## src/mfi_pkg.sv

```systemverilog
// Package of constants for the multi-function interrupt block
package mfi_pkg;
   localparam int MFI_GROUPS = 6;
   localparam int MFI_TIMERS = 4;
   localparam int MFI_FLAGS = 4 + 3 * MFI_TIMERS;
   localparam int MFI_PC_W = 13;
   localparam int MFI_STACK_DEPTH = 8;

   // Register offsets
   localparam logic [3:0] MFI_REG_GLOBAL = 4'h0;
   localparam logic [3:0] MFI_REG_SRC_FLAG = 4'h1;
   localparam logic [3:0] MFI_REG_SRC_EN = 4'h2;
   localparam logic [3:0] MFI_REG_GRP_FLAG = 4'h3;
   localparam logic [3:0] MFI_REG_GRP_EN = 4'h4;
   localparam logic [3:0] MFI_REG_SRC_MAP0 = 4'h5;
   localparam logic [3:0] MFI_REG_SRC_MAP1 = 4'h6;
   localparam logic [3:0] MFI_REG_SRC_MAP2 = 4'h8;
   localparam logic [3:0] MFI_REG_STATUS = 4'h7;

   // Source flag positions
   localparam int MFI_BIT_SERIAL = 0;
   localparam int MFI_BIT_PIN = 1;
   localparam int MFI_BIT_EEPROM = 2;
   localparam int MFI_BIT_LOWVOLT = 3;
   localparam int MFI_BIT_TIMER0 = 4;

   // Status register positions
   localparam int MFI_BIT_STK_FULL = 0;
   localparam int MFI_BIT_WAKE = 1;

   // Reset values
   localparam logic MFI_RST_GIE = 1'b0;
   localparam logic [MFI_FLAGS-1:0] MFI_RST_SRC = '0;
   localparam logic [MFI_GROUPS-1:0] MFI_RST_GRP = '0;
   // Default source-to-group map: 3 bits per source
   localparam logic [3*MFI_FLAGS-1:0] MFI_RST_MAP = 48'h5b6_d924_9200;
endpackage

```

## src/mfi_ctrl.sv

```systemverilog
// Multi-function interrupt controller: source flags, groups, vectoring, wake-up
// Operation
// - Serial byte done sets serial flag
// - Serial vectors with global, source, group enables
// - Serial service clears global and group only
// - Pin falling edge sets pin flag
// - Pin request needs all enables, stack room
// - Pin service leaves pin flag set
// - EEPROM read/write end sets its flag
// - EEPROM vectors with all enables, stack room
// - EEPROM service leaves its flag set
// - Low supply sets flag; vectors when enabled
// - Low voltage service leaves its flag set
// - Timers give period, A, optional B flags
// - Timer flags set on comparator matches
// - Timer vectors when enabled; service clears group
// - Any flag rising wakes from sleep/idle
// - Set flag holds until service or clear
// - Only program counter is pushed
// - Interrupt return sets global; plain return not
// - Group flag set by member source flag
// - Six group flags, each with vector
//
// Our own choices: the address map and strobed register access.
`timescale 1ns/10ps
module mfi_ctrl
   import mfi_pkg::*;
#(
   parameter int GROUPS = MFI_GROUPS,
   parameter int TIMERS = MFI_TIMERS,
   parameter int PC_W = MFI_PC_W,
   parameter int STACK_DEPTH = MFI_STACK_DEPTH,
   parameter logic [TIMERS-1:0] TIMER_HAS_B = 4'h8
)
(
   // Clock and reset
   input wire logic clk,
   input wire logic rst_b,
   // Register port
   input wire logic [3:0] regAddr,
   input wire logic [15:0] regWrData,
   input wire logic regWr,
   input wire logic regRd,
   output logic [15:0] regRdData,
   // Peripheral events
   input wire logic serialByteDone,
   input wire logic periphIntPin,
   input wire logic eepromCycleDone,
   input wire logic lowVoltDetect,
   input wire logic [TIMERS-1:0] timerPeriodMatch,
   input wire logic [TIMERS-1:0] timerMatchA,
   input wire logic [TIMERS-1:0] timerMatchB,
   // CPU sequencer
   input wire logic intAck,
   input wire logic [PC_W-1:0] curPc,
   input wire logic returnFromInterrupt,
   input wire logic plainReturn,
   input wire logic callPush,
   input wire logic sleepIdle,
   output logic intReq,
   output logic [2:0] intGroup,
   output logic [PC_W-1:0] retPc,
   output logic stackFull,
   output logic wakeUp
);
   localparam int NF = 4 + 3 * TIMERS;
   localparam int SW = $clog2(STACK_DEPTH + 1);
   localparam int AW = $clog2(STACK_DEPTH);

   // Group index is three bits and the flag word must fit one register
   if (GROUPS < 1 || GROUPS > MFI_GROUPS || NF > 16 || TIMERS < 1)
   begin : gBadSize
      $error("mfi_ctrl: unsupported parameters");
   end
   // Stack slots are addressed by pointer bits, so the depth is a power of two
   if (STACK_DEPTH < 2 || (STACK_DEPTH & (STACK_DEPTH - 1)) != 0)
   begin : gBadDepth
      $error("mfi_ctrl: stack depth must be a power of two");
   end

   // Pin synchroniser: three stages, change counts when the last two agree
   logic [2:0] pinSync_ff;
   logic pinLevel_ff;
   logic pinFall;
   always_ff @(posedge clk)
   begin
      if (!rst_b)
      begin
         pinSync_ff <= 3'h7;
         pinLevel_ff <= 1'b1;
      end
      else
      begin
         pinSync_ff <= {pinSync_ff[1:0], periphIntPin};
         if (pinSync_ff[2] == pinSync_ff[1])
            pinLevel_ff <= pinSync_ff[1];
      end
   end
   // Only the high-to-low change is an event
   assign pinFall = pinLevel_ff & (pinSync_ff[2] == pinSync_ff[1]) & ~pinSync_ff[1];

   // Source set events
   // Level inputs: every high cycle is a new set event
   logic [NF-1:0] srcSet;
   always_comb
   begin
      srcSet = '0;
      srcSet[MFI_BIT_SERIAL] = serialByteDone;
      srcSet[MFI_BIT_PIN] = pinFall;
      srcSet[MFI_BIT_EEPROM] = eepromCycleDone;
      srcSet[MFI_BIT_LOWVOLT] = lowVoltDetect;
      for (int t = 0; t < TIMERS; t++)
      begin
         // Period, A and, on enhanced timers, B match flags
         srcSet[MFI_BIT_TIMER0 + 3*t] = timerPeriodMatch[t];
         srcSet[MFI_BIT_TIMER0 + 3*t + 1] = timerMatchA[t];
         srcSet[MFI_BIT_TIMER0 + 3*t + 2] = timerMatchB[t] & TIMER_HAS_B[t];
      end
   end

   // Register decode
   wire wrGlobal = regWr && regAddr == MFI_REG_GLOBAL;
   wire wrSrcFlag = regWr && regAddr == MFI_REG_SRC_FLAG;
   wire wrSrcEn = regWr && regAddr == MFI_REG_SRC_EN;
   wire wrGrpFlag = regWr && regAddr == MFI_REG_GRP_FLAG;
   wire wrGrpEn = regWr && regAddr == MFI_REG_GRP_EN;
   wire wrMap0 = regWr && regAddr == MFI_REG_SRC_MAP0;
   wire wrMap1 = regWr && regAddr == MFI_REG_SRC_MAP1;
   wire wrMap2 = regWr && regAddr == MFI_REG_SRC_MAP2;

   // Source flags: hardware never clears them
   // Software writes the whole word; a set event in that cycle still wins
   logic [NF-1:0] srcFlag;
   logic [NF-1:0] srcRise;
   genvar g;
   generate
      for (g = 0; g < NF; g++)
      begin : gSrc
         mfi_flag uFlag
         (
            .clk(clk),
            .rst_b(rst_b),
            .setEvt(srcSet[g]),
            .swWrite(wrSrcFlag),
            .swData(regWrData[g]),
            .flag(srcFlag[g]),
            .rise(srcRise[g])
         );
      end
   endgenerate

   // Enables and group map
   logic [NF-1:0] srcEn_ff;
   logic [GROUPS-1:0] grpEn_ff;
   // Three bits per source; bits above the last source are spare
   logic [47:0] map_ff;
   logic [NF-1:0] srcSeen_ff;
   logic gie_ff;
   always_ff @(posedge clk)
   begin
      if (!rst_b)
      begin
         srcEn_ff <= '0;
         grpEn_ff <= '0;
         map_ff <= MFI_RST_MAP;
      end
      else
      begin
         if (wrSrcEn)
            srcEn_ff <= regWrData[NF-1:0];
         if (wrGrpEn)
            grpEn_ff <= regWrData[GROUPS-1:0];
         if (wrMap0)
            map_ff[15:0] <= regWrData;
         if (wrMap1)
            map_ff[31:16] <= regWrData;
         if (wrMap2)
            map_ff[47:32] <= regWrData;
      end
   end

   // A source already set when enabled counts once; a fresh rise counts again
   always_ff @(posedge clk)
   begin
      if (!rst_b)
         srcSeen_ff <= '0;
      else
         srcSeen_ff <= srcEn_ff & (srcFlag | srcRise);
   end

   // Enabled source rising into its group
   logic [GROUPS-1:0] grpSet;
   always_comb
   begin
      grpSet = '0;
      for (int s = 0; s < NF; s++)
      begin
         for (int k = 0; k < GROUPS; k++)
         begin
            if (map_ff[3*s +: 3] == 3'(k) && srcEn_ff[s] && (srcRise[s] || (srcFlag[s] && !srcSeen_ff[s])))
               grpSet[k] = 1'b1;
         end
      end
   end

   // Group flags; service and software clear them, source flags stay
   logic [GROUPS-1:0] grpFlag_ff;
   logic [GROUPS-1:0] grpClr;

   // Vectoring: lowest pending enabled group wins
   logic [GROUPS-1:0] grpPend;
   logic [2:0] winGroup;
   logic anyPend;
   logic [SW-1:0] sp_ff;
   assign stackFull = (sp_ff == SW'(STACK_DEPTH));
   // Disabled groups keep their flags but never request
   assign grpPend = grpFlag_ff & grpEn_ff;
   always_comb
   begin
      winGroup = '0;
      anyPend = 1'b0;
      for (int k = GROUPS - 1; k >= 0; k--)
      begin
         if (grpPend[k])
         begin
            winGroup = 3'(k);
            anyPend = 1'b1;
         end
      end
   end
   // A full stack holds the request back; the group flag stays pending
   assign intReq = anyPend & gie_ff & ~stackFull;
   assign intGroup = winGroup;
   // Service is the edge that sees request and acknowledge together
   wire take = intReq & intAck;

   always_comb
   begin
      grpClr = '0;
      if (take)
         grpClr[winGroup] = 1'b1;
   end

   always_ff @(posedge clk)
   begin
      if (!rst_b)
      begin
         grpFlag_ff <= MFI_RST_GRP[GROUPS-1:0];
      end
      else
      begin
         // Set wins over service clear and software clear
         grpFlag_ff <= grpSet | (grpFlag_ff & ~grpClr & ~(wrGrpFlag ? ~regWrData[GROUPS-1:0] : '0));
      end
   end

   // Global enable: cleared on service, set by interrupt return or by a register write
   always_ff @(posedge clk)
   begin
      if (!rst_b)
         gie_ff <= MFI_RST_GIE;
      else if (take)
         gie_ff <= 1'b0;
      else if (returnFromInterrupt)
         gie_ff <= 1'b1;
      else if (wrGlobal)
         gie_ff <= regWrData[0];
   end

   // Return stack holds program counters only
   // No reset on the slots; only the pointer says what is valid
   logic [PC_W-1:0] stack_ff [STACK_DEPTH];
   wire doPush = take | (callPush & ~stackFull);
   // A return beside a push is dropped; the sequencer never issues both
   wire doPop = (returnFromInterrupt | plainReturn) & (sp_ff != '0) & ~doPush;
   always_ff @(posedge clk)
   begin
      if (!rst_b)
         sp_ff <= '0;
      else if (doPush)
         sp_ff <= sp_ff + SW'(1);
      else if (doPop)
         sp_ff <= sp_ff - SW'(1);
   end
   always_ff @(posedge clk)
   begin
      if (doPush)
         stack_ff[sp_ff[AW-1:0]] <= curPc;
   end
   // Popped counter stands until the next pop
   logic [PC_W-1:0] retPc_ff;
   always_ff @(posedge clk)
   begin
      if (!rst_b)
         retPc_ff <= '0;
      else if (doPop)
         retPc_ff <= stack_ff[AW'(sp_ff - SW'(1))];
   end
   assign retPc = retPc_ff;

   // Wake-up ignores every enable; works from flag transitions alone
   logic wake_ff;
   // A software set counts as a rise too, so presetting must precede sleep
   wire anyRise = |srcRise;
   always_ff @(posedge clk)
   begin
      if (!rst_b)
         wake_ff <= 1'b0;
      else if (!sleepIdle)
         wake_ff <= 1'b0;
      else if (anyRise)
         wake_ff <= 1'b1;
   end
   assign wakeUp = wake_ff | (sleepIdle & anyRise);

   // Read port, data one cycle after the strobe
   // Unmapped offsets and spare bits read as zero
   logic [15:0] rdMux;
   always_comb
   begin
      rdMux = '0;
      unique case (regAddr)
         MFI_REG_GLOBAL: rdMux[0] = gie_ff;
         MFI_REG_SRC_FLAG: rdMux[NF-1:0] = srcFlag;
         MFI_REG_SRC_EN: rdMux[NF-1:0] = srcEn_ff;
         MFI_REG_GRP_FLAG: rdMux[GROUPS-1:0] = grpFlag_ff;
         MFI_REG_GRP_EN: rdMux[GROUPS-1:0] = grpEn_ff;
         MFI_REG_SRC_MAP0: rdMux = map_ff[15:0];
         MFI_REG_SRC_MAP1: rdMux = map_ff[31:16];
         MFI_REG_SRC_MAP2: rdMux = map_ff[47:32];
         MFI_REG_STATUS: rdMux[1:0] = {wake_ff, stackFull};
         default: rdMux = '0;
      endcase
   end
   logic [15:0] rdData_ff;
   always_ff @(posedge clk)
   begin
      if (!rst_b)
         rdData_ff <= '0;
      else if (regRd)
         rdData_ff <= rdMux;
      // Bus expects zero outside the answer cycle
      else
         rdData_ff <= '0;
   end
   assign regRdData = rdData_ff;
endmodule

```

## src/mfi_flag.sv

```systemverilog
// One sticky request flag with hardware set and software clear
`timescale 1ns/10ps
module mfi_flag
(
   // Clock and reset
   input wire logic clk,
   input wire logic rst_b,
   // Controls
   input wire logic setEvt,
   input wire logic swWrite,
   input wire logic swData,
   // State
   output logic flag,
   output logic rise
);
   logic flag_ff;
   logic nxt_flag;

   // Hardware set beats a software clear in the same cycle
   assign nxt_flag = setEvt | (swWrite ? swData : flag_ff);
   assign flag = flag_ff;
   assign rise = nxt_flag & ~flag_ff;

   always_ff @(posedge clk)
   begin
      if (!rst_b)
         flag_ff <= 1'b0;
      else
         flag_ff <= nxt_flag;
   end
endmodule

```

## config.mk

```make
export PLATFORM = sky130hd
export DESIGN_NAME = mfi_ctrl
export DESIGN_NICKNAME = d
export VERILOG_FILES = /design/src/mfi_pkg.sv /design/src/mfi_ctrl.sv /design/src/mfi_flag.sv
export SDC_FILE = /design/constraint.sdc
export NUM_CORES = 1
export LEC_CHECK = 0
export ABC_AREA = 1
export BUFFER_PORTS_ARGS = -buffer_cell sky130_fd_sc_hd__buf_2
export CAP_MARGIN = 20
export CORE_MARGIN = 3
export CORE_UTILIZATION = 50
export DETAILED_ROUTE_END_ITERATION = 10
export GPL_ROUTABILITY_DRIVEN = 1
export PLACE_DENSITY = 0.7
export SLEW_MARGIN = 20
export SYNTH_ARGS = -nofsm -noshare
export SYNTH_HDL_FRONTEND = slang
export SYNTH_SLANG_ARGS = --single-unit
```

## constraint.sdc

```tcl
create_clock -name clk -period 8.3 [get_ports clk]
set_input_delay 0.415 -clock clk [delete_from_list [all_inputs] [get_ports clk]]
set_output_delay 0.415 -clock clk [all_outputs]
set_load 0.01 [all_outputs]
```

==> results of run 1 <==
[Yosys cell counts]
master     number
nand2_1       278
nor2_1        215
inv_1         161
dfxtp_1       147
o21ai_0       127
nand3_1       115
edfxtp_1      104
a21oi_1        94
nor3_1         41
o211ai_1       37
clkbuf_1       33
nand4_1        30
o22ai_1        27
buf_2          13
nor4_1          9
nand4_2         8
a221oi_1        7
a211oi_1        6
buf_1           6
or2_2           6
clkinv_1        4
inv_2           4
o21ai_1         4
nand2_2         3
nor2_2          3
a21boi_0        2
buf_4           2
buf_6           2
ha_1            2
nor2_4          2
o21bai_1        2
a41oi_1         1
and3_1          1
nand3_4         1
nand3b_1        1
o2111ai_1       1
o221ai_1        1
xnor2_1         1
[metrics by stage]
stage	power, W	hold slack [ps]
6_report	0.00369	54.4
5_1_grt	0.00387	51.0
4_1_cts	0.00370	43.8
3_5_place_dp	0.00239	405
3_3_place_gp	0.00237	396
2_1_floorplan	0.00210	393
[per-layer routing]
layer / part of all wire, % / wire length [um]
met5: 0.043 / 16
met2: 46 / 17100
met3: 8.4 / 3130
met1: 40 / 14800
met4: 6.0 / 2220
[flip-flops by register name, summed over array words and instances (netlist names)]
| signal | cells |
|---|---|
| stack_ff | 104 |
| map_ff | 48 |
| gSrc.uFlag.flag | 16 |
| regRdData | 16 |
| srcEn_ff | 16 |
| srcSeen_ff | 16 |
| retPc | 13 |
| grpEn_ff | 6 |
| grpFlag_ff | 6 |
| sp_ff | 4 |
| pinSync_ff | 3 |
| gie_ff | 1 |
| pinLevel_ff | 1 |
| wake_ff | 1 |
[area by class of cell]
type                    instances  share of cell area, %
clock buffers                  37                   5.57
repair buffers                106                   4.24
flip-flops and latches        251                   44.9
well taps                     313                   2.90
multi-input cells            1025                   36.1
inverters                     169                   4.69
clock inverters                13                   1.67
[power by group through the flow]
stage / sequential [W] / combinational, W / clock, W
floorplan: 0.00150 / 0.000601 / 0
global placement: 0.00149 / 0.000883 / 0
detailed placement: 0.00149 / 0.000896 / 0
CTS: 0.00147 / 0.000902 / 0.00133
global route: 0.00148 / 0.00100 / 0.00139
finish: 0.00147 / 0.000898 / 0.00132
[worst max-delay path, stage by stage, from the launching register on]
cell	delay (ps)
dfxtp_2	310
buf_4	510
clkinv_1	220
ha_1	290
nand2_1	110
nor2_2	60
nor2_1	170
nand3_1	200
nand2_2	190
inv_1	330
nor2_1	550
buf_4	290
[placed cells by master, fill, tap and decap left out, types with 3 or more instances in the layout]
cell and count:
nand2_1 278, nor2_1 215, inv_1 161, dfxtp_1 146, o21ai_0 127, nand3_1 115
edfxtp_1 104, a21oi_1 94, buf_2 89, nor3_1 40, o211ai_1 37, nand4_1 30
o22ai_1 27, clkbuf_16 27, buf_4 17, nor4_1 9, nand4_2 8, a221oi_1 7
or2_2 6, a211oi_1 6, clkbuf_1 6, bufinv_16 6, inv_2 5, clkinv_1 4
o21ai_1 4, clkbuf_8 4, nor2_2 3, nand2_2 3
[path summary, 6_finish.rpt]
path | end | from | slack [ps]
worst max-delay path | stack_ff[0][9] | sp_ff[0] | 4740
worst min-delay path | pinSync_ff[0] | periphIntPin | 50
worst max register to register | stack_ff[0][9] | sp_ff[0] | 4740
worst min register to register | pinSync_ff[1] | pinSync_ff[0] | 420
[cells by family after synthesis]
logic type,after synthesis
xor gates and xnor gates,1
DFF,251
and+or+nand+nor,713
adders and majority gates,2
AOI/OAI and AO/OA,309
buffers and inverters,225
==> reports/results.ini, run 1 <==
[outcome]
status = finished clean

[cells_and_area]
stdcell_area_um2 = 13500
fin_util_pct = 59.0
regArea_um2 = 6070
multi_input_area_um2 = 4880
n_antenna_cell = 0
finalNonFillerCells = 1914
n_fill_cell = 2122
nNetsFinal = 1640
drive_above_1_share_pct = 11.2
area_growth_pct = 14.4

[placed_design]
dpl.cell_count = 1864
portBuffers = 89
gp_congestion = 0.981
hpwl_mm = 25.6
dpl_cell_area_um2 = 12500
dp_slack_ps = 4810

[clocking]
cts_tree = built
cts_resized = 0
clk_latency_ps = 540
clk_pin_slew_worst_paths_ps = 60
root_buffer = clkbuf_16
cts_buffers = 27
cts_setup_buffers = 0
hold_buffers = 0
clockBufferDepth = 3
htreeDepth = 1
clock-sinks = 251

[timing]
tns_ps = 0
clock.fmax_ghz = 0.281
rsz0062_at_grt = false
worstMarginPinSlew_ps = 1040
fin_ws_ps = 4740
slew_headroom_pct = 30.5
final-max-slew-violation-count = 0
finalCritPeriodShare_pct = 42.9
fin_crit_ps = 3560
finalSetupViolCount = 0
hold_viol = 0
fin_skew_ps = 16.8

[power_and_ir_drop]
sw_frac_of_total_pct = 31.8
power_density_nw_per_um2 = 273
worst_ir_drop_vdd_v = 0.000230
p_int_w = 0.00251
combinationalPowerShare_pct = 24.3
p_switching_w = 0.00117
power_frac_seq_pct = 39.8
p_leak_nw = 5.56
pwr-share-clk_pct = 35.9

[floorplan]
coreArea_um2 = 22900
ios = 93
std_cell_rows = 55
dieWidth_um = 160
fp.dieH_um = 160
start_util_pct = 51.6
die-area_um2 = 25500

[setup_path]
cp-end-kind = register
r2r_cells = 11
cp-start-kind = register
crit_type = reg -> reg
cp.arrival_ps = 3790
critPathRequiredTime_ps = 8540
cp_max_fo = 57

[routing]
dr.pass1.iters = 7
wl_per_cell_um = 19.5
wl_mm = 37.3
drc = 0
drtAntennaViolNets = 0
num_vias = 11000
drtIter0Drc = 1114
drt-vias-per-instance = 5.74

[synthesis]
synth_seq_area_share_pct = 51.3
synth_compound_area_share_pct = 14.7
synth.area.top_cells = edfxtp_1 26%, dfxtp_1 25%, nand2_1 8.8%
synth_xor_area_share_pct = 0.0741
synth_nets = 1561
synthMuxAreaShare_pct = 0
avgSynthCellArea_um2 = 7.88
ys_types = 38
ys_warn_count = 0
synth_top_area_cell = edfxtp_1
synth_seq_cells = 251
synth_top_area_share_pct = 26.4
synth_top_family_by_area = simple AND/OR/NAND/NOR gates
synth-simple-area-share_pct = 26.3
synth_cells = 1501
synthAdderAreaFrac_pct = 0.212
netlist_area_um2 = 11800

[global_route]
grt.met1_usage_pct = 36.9
grt_usage_pct = 28.4
met2_usage_pct = 46.0
top_usage_layer = met2
grt_use_met3_pct = 4.90
antenna_found_initial = 2
grt_pass1_vias = 10200
grt_first_pass_wirelength_mm = 57.2
grt_max_degree = 83
grt_overflow = 0

[hold_path]
hp-class = in -> reg
whs_path_depth = 2

[job]
maxCapViolations = 0

Note: power is estimated with default switching activity, not from simulation.
==> run 2, diff against run 1 <==
Settings changed: ABC_AREA 1 to 0, PLACE_DENSITY 0.7 to 0.71.
Clock period 8.3 ns to 3.5 ns, I/O delays scaled along.
==> reports/results.ini, run 2 <==
[cells_and_area]
largest_reg_flops = 104  ; unchanged
area_growth_pct = 18.1  ; was 14.4%
drive_above_1_share_pct = 16.4  ; was 11.2%
fin_util_pct = 60.8  ; was 59.0%
finalNonFillerCells = 1533  ; was 1914
n_fill_cell = 1791  ; was 2122
final_cell_mix = 209 x nand2_1, 146 x dfxtp_1, 104 x edfxtp_1, 96 x a21oi_1, 89 x buf_2  ; was 278 x nand2_1, 215 x nor2_1, 161 x inv_1, 146 x dfxtp_1, 127 x o21ai_0
n_antenna_cell = 0  ; unchanged
nNetsFinal = 1292  ; was 1640
final_common_cell = nand2_1  ; unchanged

[floorplan]
dieWidth_um = 157  ; was 160 um
fp.dieH_um = 157  ; was 160 um
ios = 93  ; unchanged
start_util_pct = 51.5  ; was 51.6%
coreArea_um2 = 22000  ; was 22900 um2
std_cell_rows = 54  ; was 55
die-area_um2 = 24500  ; was 25500 um2

[timing]
fin_crit_ps = 2830  ; was 3560 ps
finalSetupViolCount = 0  ; unchanged
slew_headroom_pct = 25.1  ; was 30.5%
hold_viol = 0  ; unchanged
tns_ps = 0  ; unchanged
clock.fmax_ghz = 0.353  ; was 0.281 GHz
worstMarginPinSlew_ps = 1120  ; was 1040 ps
fin_skew_ps = 15.1  ; was 16.8 ps
finalCritPeriodShare_pct = 80.9  ; was 42.9%
final-max-slew-violation-count = 0  ; unchanged
rsz0062_at_grt = false  ; unchanged

[routing]
drc = 0  ; unchanged
num_vias = 9673  ; was 11.0k
drtAntennaViolNets = 0  ; unchanged
wl_per_cell_um = 23.3  ; was 19.5 um
wl_mm = 35.7  ; was 37.3 mm
dr.pass1.iters = 6  ; was 7
drtIter0Drc = 1078  ; was 1114
drt-vias-per-instance = 6.31  ; was 5.74

[hold_path]
worstHoldEndpoint = map_ff[5]  ; was pinSync_ff[0]
whs_path_depth = 3  ; was 2
hp-class = in -> reg  ; unchanged
hp-start = regWrData[5]  ; was periphIntPin

[outcome]
status = finished clean  ; unchanged

[synthesis]
ys_types = 75  ; was 38
avgSynthCellArea_um2 = 10.1  ; was 7.88 um2
synth.most_common_cell = nand2_1  ; unchanged
synth_seq_area_share_pct = 53.5  ; was 51.3%
synth_seq_cells = 251  ; unchanged
ys_warn_count = 0  ; unchanged
synth-async-reset-ratio_pct = 0  ; unchanged
synth_commonest_cells = 209 x nand2_1, 147 x dfxtp_1, 104 x edfxtp_1, 96 x a21oi_1, 60 x nor2_1  ; was 278 x nand2_1, 215 x nor2_1, 161 x inv_1, 147 x dfxtp_1, 127 x o21ai_0
synth_cells = 1120  ; was 1501
synth.area.top_cells = edfxtp_1 28%, dfxtp_1 26%, nand2_1 6.9%  ; was edfxtp_1 26%, dfxtp_1 25%, nand2_1 8.8%
synth_top_area_cell = edfxtp_1  ; unchanged
netlist_area_um2 = 11300  ; was 11800 um2
synth_nets = 1180  ; was 1561
synth_edf_count = 104  ; unchanged
synth_ff_type = dfxtp_1  ; unchanged
synth_top_area_share_pct = 27.5  ; was 26.4%

[setup_path]
cp-end-kind = register  ; unchanged
reg2reg_setup_slack_ps = 670  ; was 4740 ps
cp.arrival_ps = 3060  ; was 3790 ps
cpPeakStageDelay_ps = 500  ; was 550 ps
cp_max_fo = 10  ; was 57
reg2reg_from = sp_ff[1]  ; was sp_ff[0]
cp-start-kind = register  ; unchanged
r2r_end = stack_ff[3][9]  ; was stack_ff[0][9]
cpMaxStageDelayCell = dfxtp_1  ; was nor2_1
critPathRequiredTime_ps = 3730  ; was 8540 ps
r2r_cells = 9  ; was 11
crit_type = reg -> reg  ; unchanged
path_cells = inv_1 > ha_1 > nand3b_1 > and3_1 > buf_4 > a22o_1 > nand2_1 > nor2_1 > buf_4  ; was buf_4 > clkinv_1 > ha_1 > nand2_1 > nor2_2 > nor2_1 > nand3_1 > nand2_2 > inv_1 > nor2_1 > buf_4
cpMostUsedCell = buf_4

[power_and_ir_drop]
pwr-share-clk_pct = 34.7  ; was 35.9%
power_density_nw_per_um2 = 610  ; was 273 nW/um2
p_int_w = 0.00581  ; was 0.00251 W
combinationalPowerShare_pct = 22.5  ; was 24.3%
power_frac_seq_pct = 42.7  ; was 39.8%
p_leak_nw = 4.75  ; was 5.56 nW
sw_frac_of_total_pct = 28.9  ; was 31.8%
worst_ir_drop_vdd_v = 0.000662  ; was 0.000230 V
p_switching_w = 0.00236  ; was 0.00117 W

[placed_design]
dpl.cell_count = 1441  ; was 1864
gp_congestion = 0.983  ; was 0.981
portBuffers = 89  ; unchanged
hpwl_mm = 23.6  ; was 25.6 mm

[clocking]
clk_latency_ps = 550  ; was 540 ps
clock-sinks = 251  ; unchanged
cts_buffers = 27  ; unchanged
clockBufferDepth = 3  ; unchanged
cts_tree = built  ; unchanged
cts_setup_buffers = 0  ; unchanged
clk_pin_slew_worst_paths_ps = 60  ; about the same
root_buffer = clkbuf_16  ; unchanged
htreeDepth = 1  ; unchanged

[global_route]
met2_usage_pct = 46.0  ; about the same
grt_max_degree = 50  ; was 83
top_usage_layer = met2  ; unchanged
grt.met1_usage_pct = 39.9  ; was 36.9%
grt_overflow = 0  ; unchanged
grt_first_pass_wirelength_mm = 54.4  ; was 57.2 mm
grt_use_met3_pct = 5.53  ; was 4.90%
grt_pass1_vias = 9098  ; was 10.2k
antenna_found_initial = 2  ; unchanged
grt_usage_pct = 28.9  ; was 28.4%

[job]
maxCapViolations = 0  ; unchanged

==> run 2: per-stage QoR <==
step                setup WS (ps)  total power (W)  hold slack (ps)  instance area (um2)
floorplan                    20.9          0.00474              274                11300
global placement              583          0.00531              368                12100
detailed placement            553          0.00535              362                12100
CTS                           657          0.00821             11.5                13400
global route                  453          0.00851             25.7                13400
finish                        670          0.00817             35.1                13400
==> run 2: cells by family (layout without fill, tap and decap cells) <==
| logic type | count (synthesis) | after routing | synth area share [%] |
|---|---|---|---|
| AOI/OAI and AO/OA | 251 | 251 | 15.2 |
| xor gates and xnor gates | 3 | 3 | 0.232 |
| adders and majority gates | 2 | 2 | 0.221 |
| buffers and inverters | 92 | 225 | 3.31 |
| DFF | 251 | 251 | 53.5 |
| muxes | 49 | 49 | 7.21 |
| and+or+nand+nor | 472 | 472 | 20.4 |
==> run 2: worst max path at each step <==
stage | from | end | depth (start not counted)
2_1_floorplan | sp_ff[0] | stack_ff[1][0] | 9
3_3_place_gp | regAddr[0] | grpFlag_ff[4] | 7
3_5_place_dp | regAddr[0] | grpFlag_ff[4] | 7
4_1_cts | sp_ff[1] | stack_ff[3][9] | 9
5_1_grt | sp_ff[1] | stack_ff[3][4] | 9
6_report | sp_ff[1] | stack_ff[3][9] | 9
==> run 2: what timing repair did <==
action | 4_1_cts | 5_1_grt
endpoints found under the hold margin | 186 | 0
gates resized for setup | 0 | 0
hold buffers | 42 | 0
==> run 2: metal layers <==
layer | up-vias | share of wire, %
met5 | - | 0.064
met4 | 4 | 3.3
met3 | 97 | 10
met2 | 551 | 46
met1 | 4585 | 40
li1 | 4436 | -
==> run 2: cell type report <==
type / count / area, um2 / area share, %
repair buffers: 157 / 1100 / 8.20
well taps: 280 / 350 / 2.62
multi-input cells: 777 / 4940 / 36.9
inverters: 18 / 67.6 / 0.504
flip-flops and latches: 251 / 6070 / 45.3
clock inverters: 17 / 166 / 1.24
clock buffers: 33 / 708 / 5.29
==> run 2: critical path: cells and delay by family (launching register included) <==
family                     cells  cell delay (ps)
adders and majority gates      1              250
AOI/OAI and AO/OA              1              260
and+or+nand+nor                4              940
DFF                            1              500
buffers and inverters          3              570
==> run 2: power groups by stage <==
| stage | registers, W | clock network [W] | logic [W] |
|---|---|---|---|
| CTS | 0.00349 | 0.00287 | 0.00185 |
| floorplan | 0.00353 | 0 | 0.00121 |
| detailed placement | 0.00355 | 0 | 0.00180 |
| finish | 0.00349 | 0.00284 | 0.00184 |
| global placement | 0.00353 | 0 | 0.00177 |
| global route | 0.00352 | 0.00299 | 0.00200 |
==> run 3, diff against run 2 <==
Settings changed: ABC_AREA 0 to 1, PLACE_DENSITY 0.71 to 0.73.
Clock period 3.5 ns to 2.41 ns, I/O delays scaled along.
==> reports/results.ini, run 3 (synthesis results as in run 1) <==
[cells_and_area]
fin_util_pct = 61.8  ; was 60.8%
area_growth_pct = 19.9  ; was 18.1%
n_antenna_cell = 0  ; unchanged
drive_above_1_share_pct = 12.4  ; was 16.4%
nNetsFinal = 1706  ; was 1292
final_common_cell = nand2_1  ; unchanged
final_cell_mix = 277 x nand2_1, 208 x nor2_1, 160 x inv_1, 146 x dfxtp_1, 127 x o21ai_0  ; was 209 x nand2_1, 146 x dfxtp_1, 104 x edfxtp_1, 96 x a21oi_1, 89 x buf_2
largest_reg_flops = 104  ; unchanged

[timing]
hold_viol = 0  ; unchanged
finalSetupViolCount = 0  ; unchanged
worstMarginPinSlew_ps = 600  ; was 1120 ps
slew_headroom_pct = 60.0  ; was 25.1%
fin_hold_ws_ps = 35.3  ; was 35.1 ps
rsz0062_at_grt = true  ; was false
fin_skew_ps = 21.5  ; was 15.1 ps
fin_ws_ps = 105  ; was 670 ps
finalCritPeriodShare_pct = 95.7
fin_crit_ps = 2310
final-max-slew-violation-count = 0  ; unchanged
clock.fmax_ghz = 0.434

[outcome]
status = finished clean  ; unchanged

[global_route]
grt_overflow = 0  ; unchanged
grt_first_pass_wirelength_mm = 59.0  ; was 54.4 mm
antenna_found_initial = 0  ; was 2
grt_pass1_vias = 10700  ; was 9098
grt_max_degree = 57  ; was 50
grt_usage_pct = 29.2  ; was 28.9%

[floorplan]
coreArea_um2 = 22900  ; was 22000 um2
dieWidth_um = 160  ; was 157 um
start_util_pct = 51.6  ; was 51.5%
fp.dieH_um = 160  ; was 157 um
std_cell_rows = 55  ; was 54
ios = 93  ; unchanged
die-area_um2 = 25500  ; was 24500 um2

[power_and_ir_drop]
p_leak_nw = 5.85  ; was 4.75 nW
power_density_nw_per_um2 = 903  ; was 610 nW/um2
p_switching_w = 0.00404  ; was 0.00236 W
sw_frac_of_total_pct = 31.6  ; was 28.9%
pwr-share-clk_pct = 34.8  ; was 34.7%
worst_ir_drop_vdd_v = 0.000876  ; was 0.000662 V
p_int_w = 0.00875  ; was 0.00581 W
combinationalPowerShare_pct = 25.6  ; was 22.5%
power_frac_seq_pct = 39.6  ; was 42.7%

[clocking]
htreeDepth = 1  ; unchanged
root_buffer = clkbuf_16  ; unchanged
cts_setup_buffers = 0  ; unchanged
clockBufferDepth = 3  ; unchanged
clk_pin_slew_worst_paths_ps = 60  ; about the same
cts_tree = built  ; unchanged
cts_buffers = 27  ; unchanged
clk_latency_ps = 550  ; about the same
clock-sinks = 251  ; unchanged

[placed_design]
dp_slack_ps = 249  ; was 553 ps
portBuffers = 89  ; unchanged
hpwl_mm = 26.8  ; was 23.6 mm
gp_congestion = 0.987  ; was 0.983

[routing]
wl_per_cell_um = 19.2  ; was 23.3 um
drtIter0Drc = 1199  ; was 1078
dr.pass1.iters = 6  ; unchanged
drt-vias-per-instance = 5.70  ; was 6.31
drc = 0  ; unchanged
wl_mm = 38.0  ; was 35.7 mm
drtAntennaViolNets = 0  ; unchanged
num_vias = 11300  ; was 9673

[setup_path]
cp-start-kind = register  ; unchanged
cp_max_fo = 3  ; was 10
cp-end-kind = primary output  ; was register
cp.arrival_ps = 2180  ; was 3060 ps
critPathRequiredTime_ps = 2290  ; was 3730 ps
crit_type = reg -> out  ; was reg -> reg
reg2reg_setup_slack_ps = 250  ; was 670 ps

[hold_path]
hp-class = in -> reg  ; unchanged

[job]
maxCapViolations = 0  ; unchanged

-- run 3: cell count changes in the layout (fill, tap and decap cells not counted), moves of 13 or more --
cell | before | now
inv_1 | 17 | 160
nand2_1 | 209 | 277
and3_1 | 14 | 1
mux2i_1 | 22 | 0
o22ai_1 | 8 | 27
o21ai_0 | 14 | 127
nor3_1 | 24 | 40
a31oi_1 | 26 | 0
nor2_1 | 59 | 208
a22oi_1 | 21 | 0
nand3_1 | 56 | 115
o211ai_1 | 4 | 37
mux4_2 | 26 | 0
nand4_1 | 6 | 30
-- run 3: path summary, 6_finish.rpt --
kind,startpoint,endpoint,cells after the start
worst max register to register,pinSync_ff[1],wake_ff,10
worst min-delay path,regAddr[1],regRdData[0],4
worst max-delay path,pinSync_ff[1],wakeUp,10
worst min register to register,pinSync_ff[0],pinSync_ff[1],1
-- run 3: layer usage --
layer	global-route usage (%)	vias to the layer above	routed length [um]
met5	0	-	0
met4	15.2	0	2380
met3	4.82	139	2970
met2	48.8	561	17700
met1	36.5	5188	14900
li1	-	5397	-
-- run 3: repair_timing --
item / in CTS / in global routing
hold buffers: 47 / 0
pin swaps: 0 / 1
gates cloned: 0 / 0
hold endpoints to repair: 183 / 0
endpoints found under the setup margin: 1 / 97
gates resized for setup: 1 / 5
-- run 3: critical path, stage by stage, from the launching register on --
cell     delay, ps
dfxtp_1        340
nor2_1          70
nand2_2        140
o21ai_0        140
nand2_1        130
nand4_1        250
nor2_2         210
nand3_1        100
o21ai_0         80
inv_1           50
buf_2          130
-- run 3: power by group through the flow --
stage                     logic (W)  registers [W]  clock network [W]
after global routing        0.00364        0.00509            0.00469
after global placement      0.00308        0.00514                  0
after CTS                   0.00326        0.00506            0.00450
after floorplan             0.00210        0.00515                  0
final                       0.00327        0.00506            0.00446
after detailed placement    0.00317        0.00514                  0
-- run 3: final cells by class --
| cell class | instances | area, um2 |
|---|---|---|
| timing repair buffer | 172 | 1210 |
| fill | 2006 | 8750 |
| clock buffer | 40 | 785 |
| sequential | 251 | 6070 |
| multi-input combinational | 1025 | 4900 |
| tap | 313 | 392 |
| clock inverter | 10 | 179 |
| inverter | 169 | 638 |
-- run 3: stage by stage --
stage / cell area, um2 / std cells / power [W] / setup TNS [ps]
after global placement: 12700 / 1883 / 0.00822 / 0
after floorplan: 11800 / 1501 / 0.00725 / -7260
after detailed placement: 12700 / 1883 / 0.00831 / 0
final: 14200 / 1980 / 0.0128 / 0
after global routing: 14200 / 1980 / 0.0134 / -36.2
after CTS: 14200 / 1980 / 0.0128 / 0
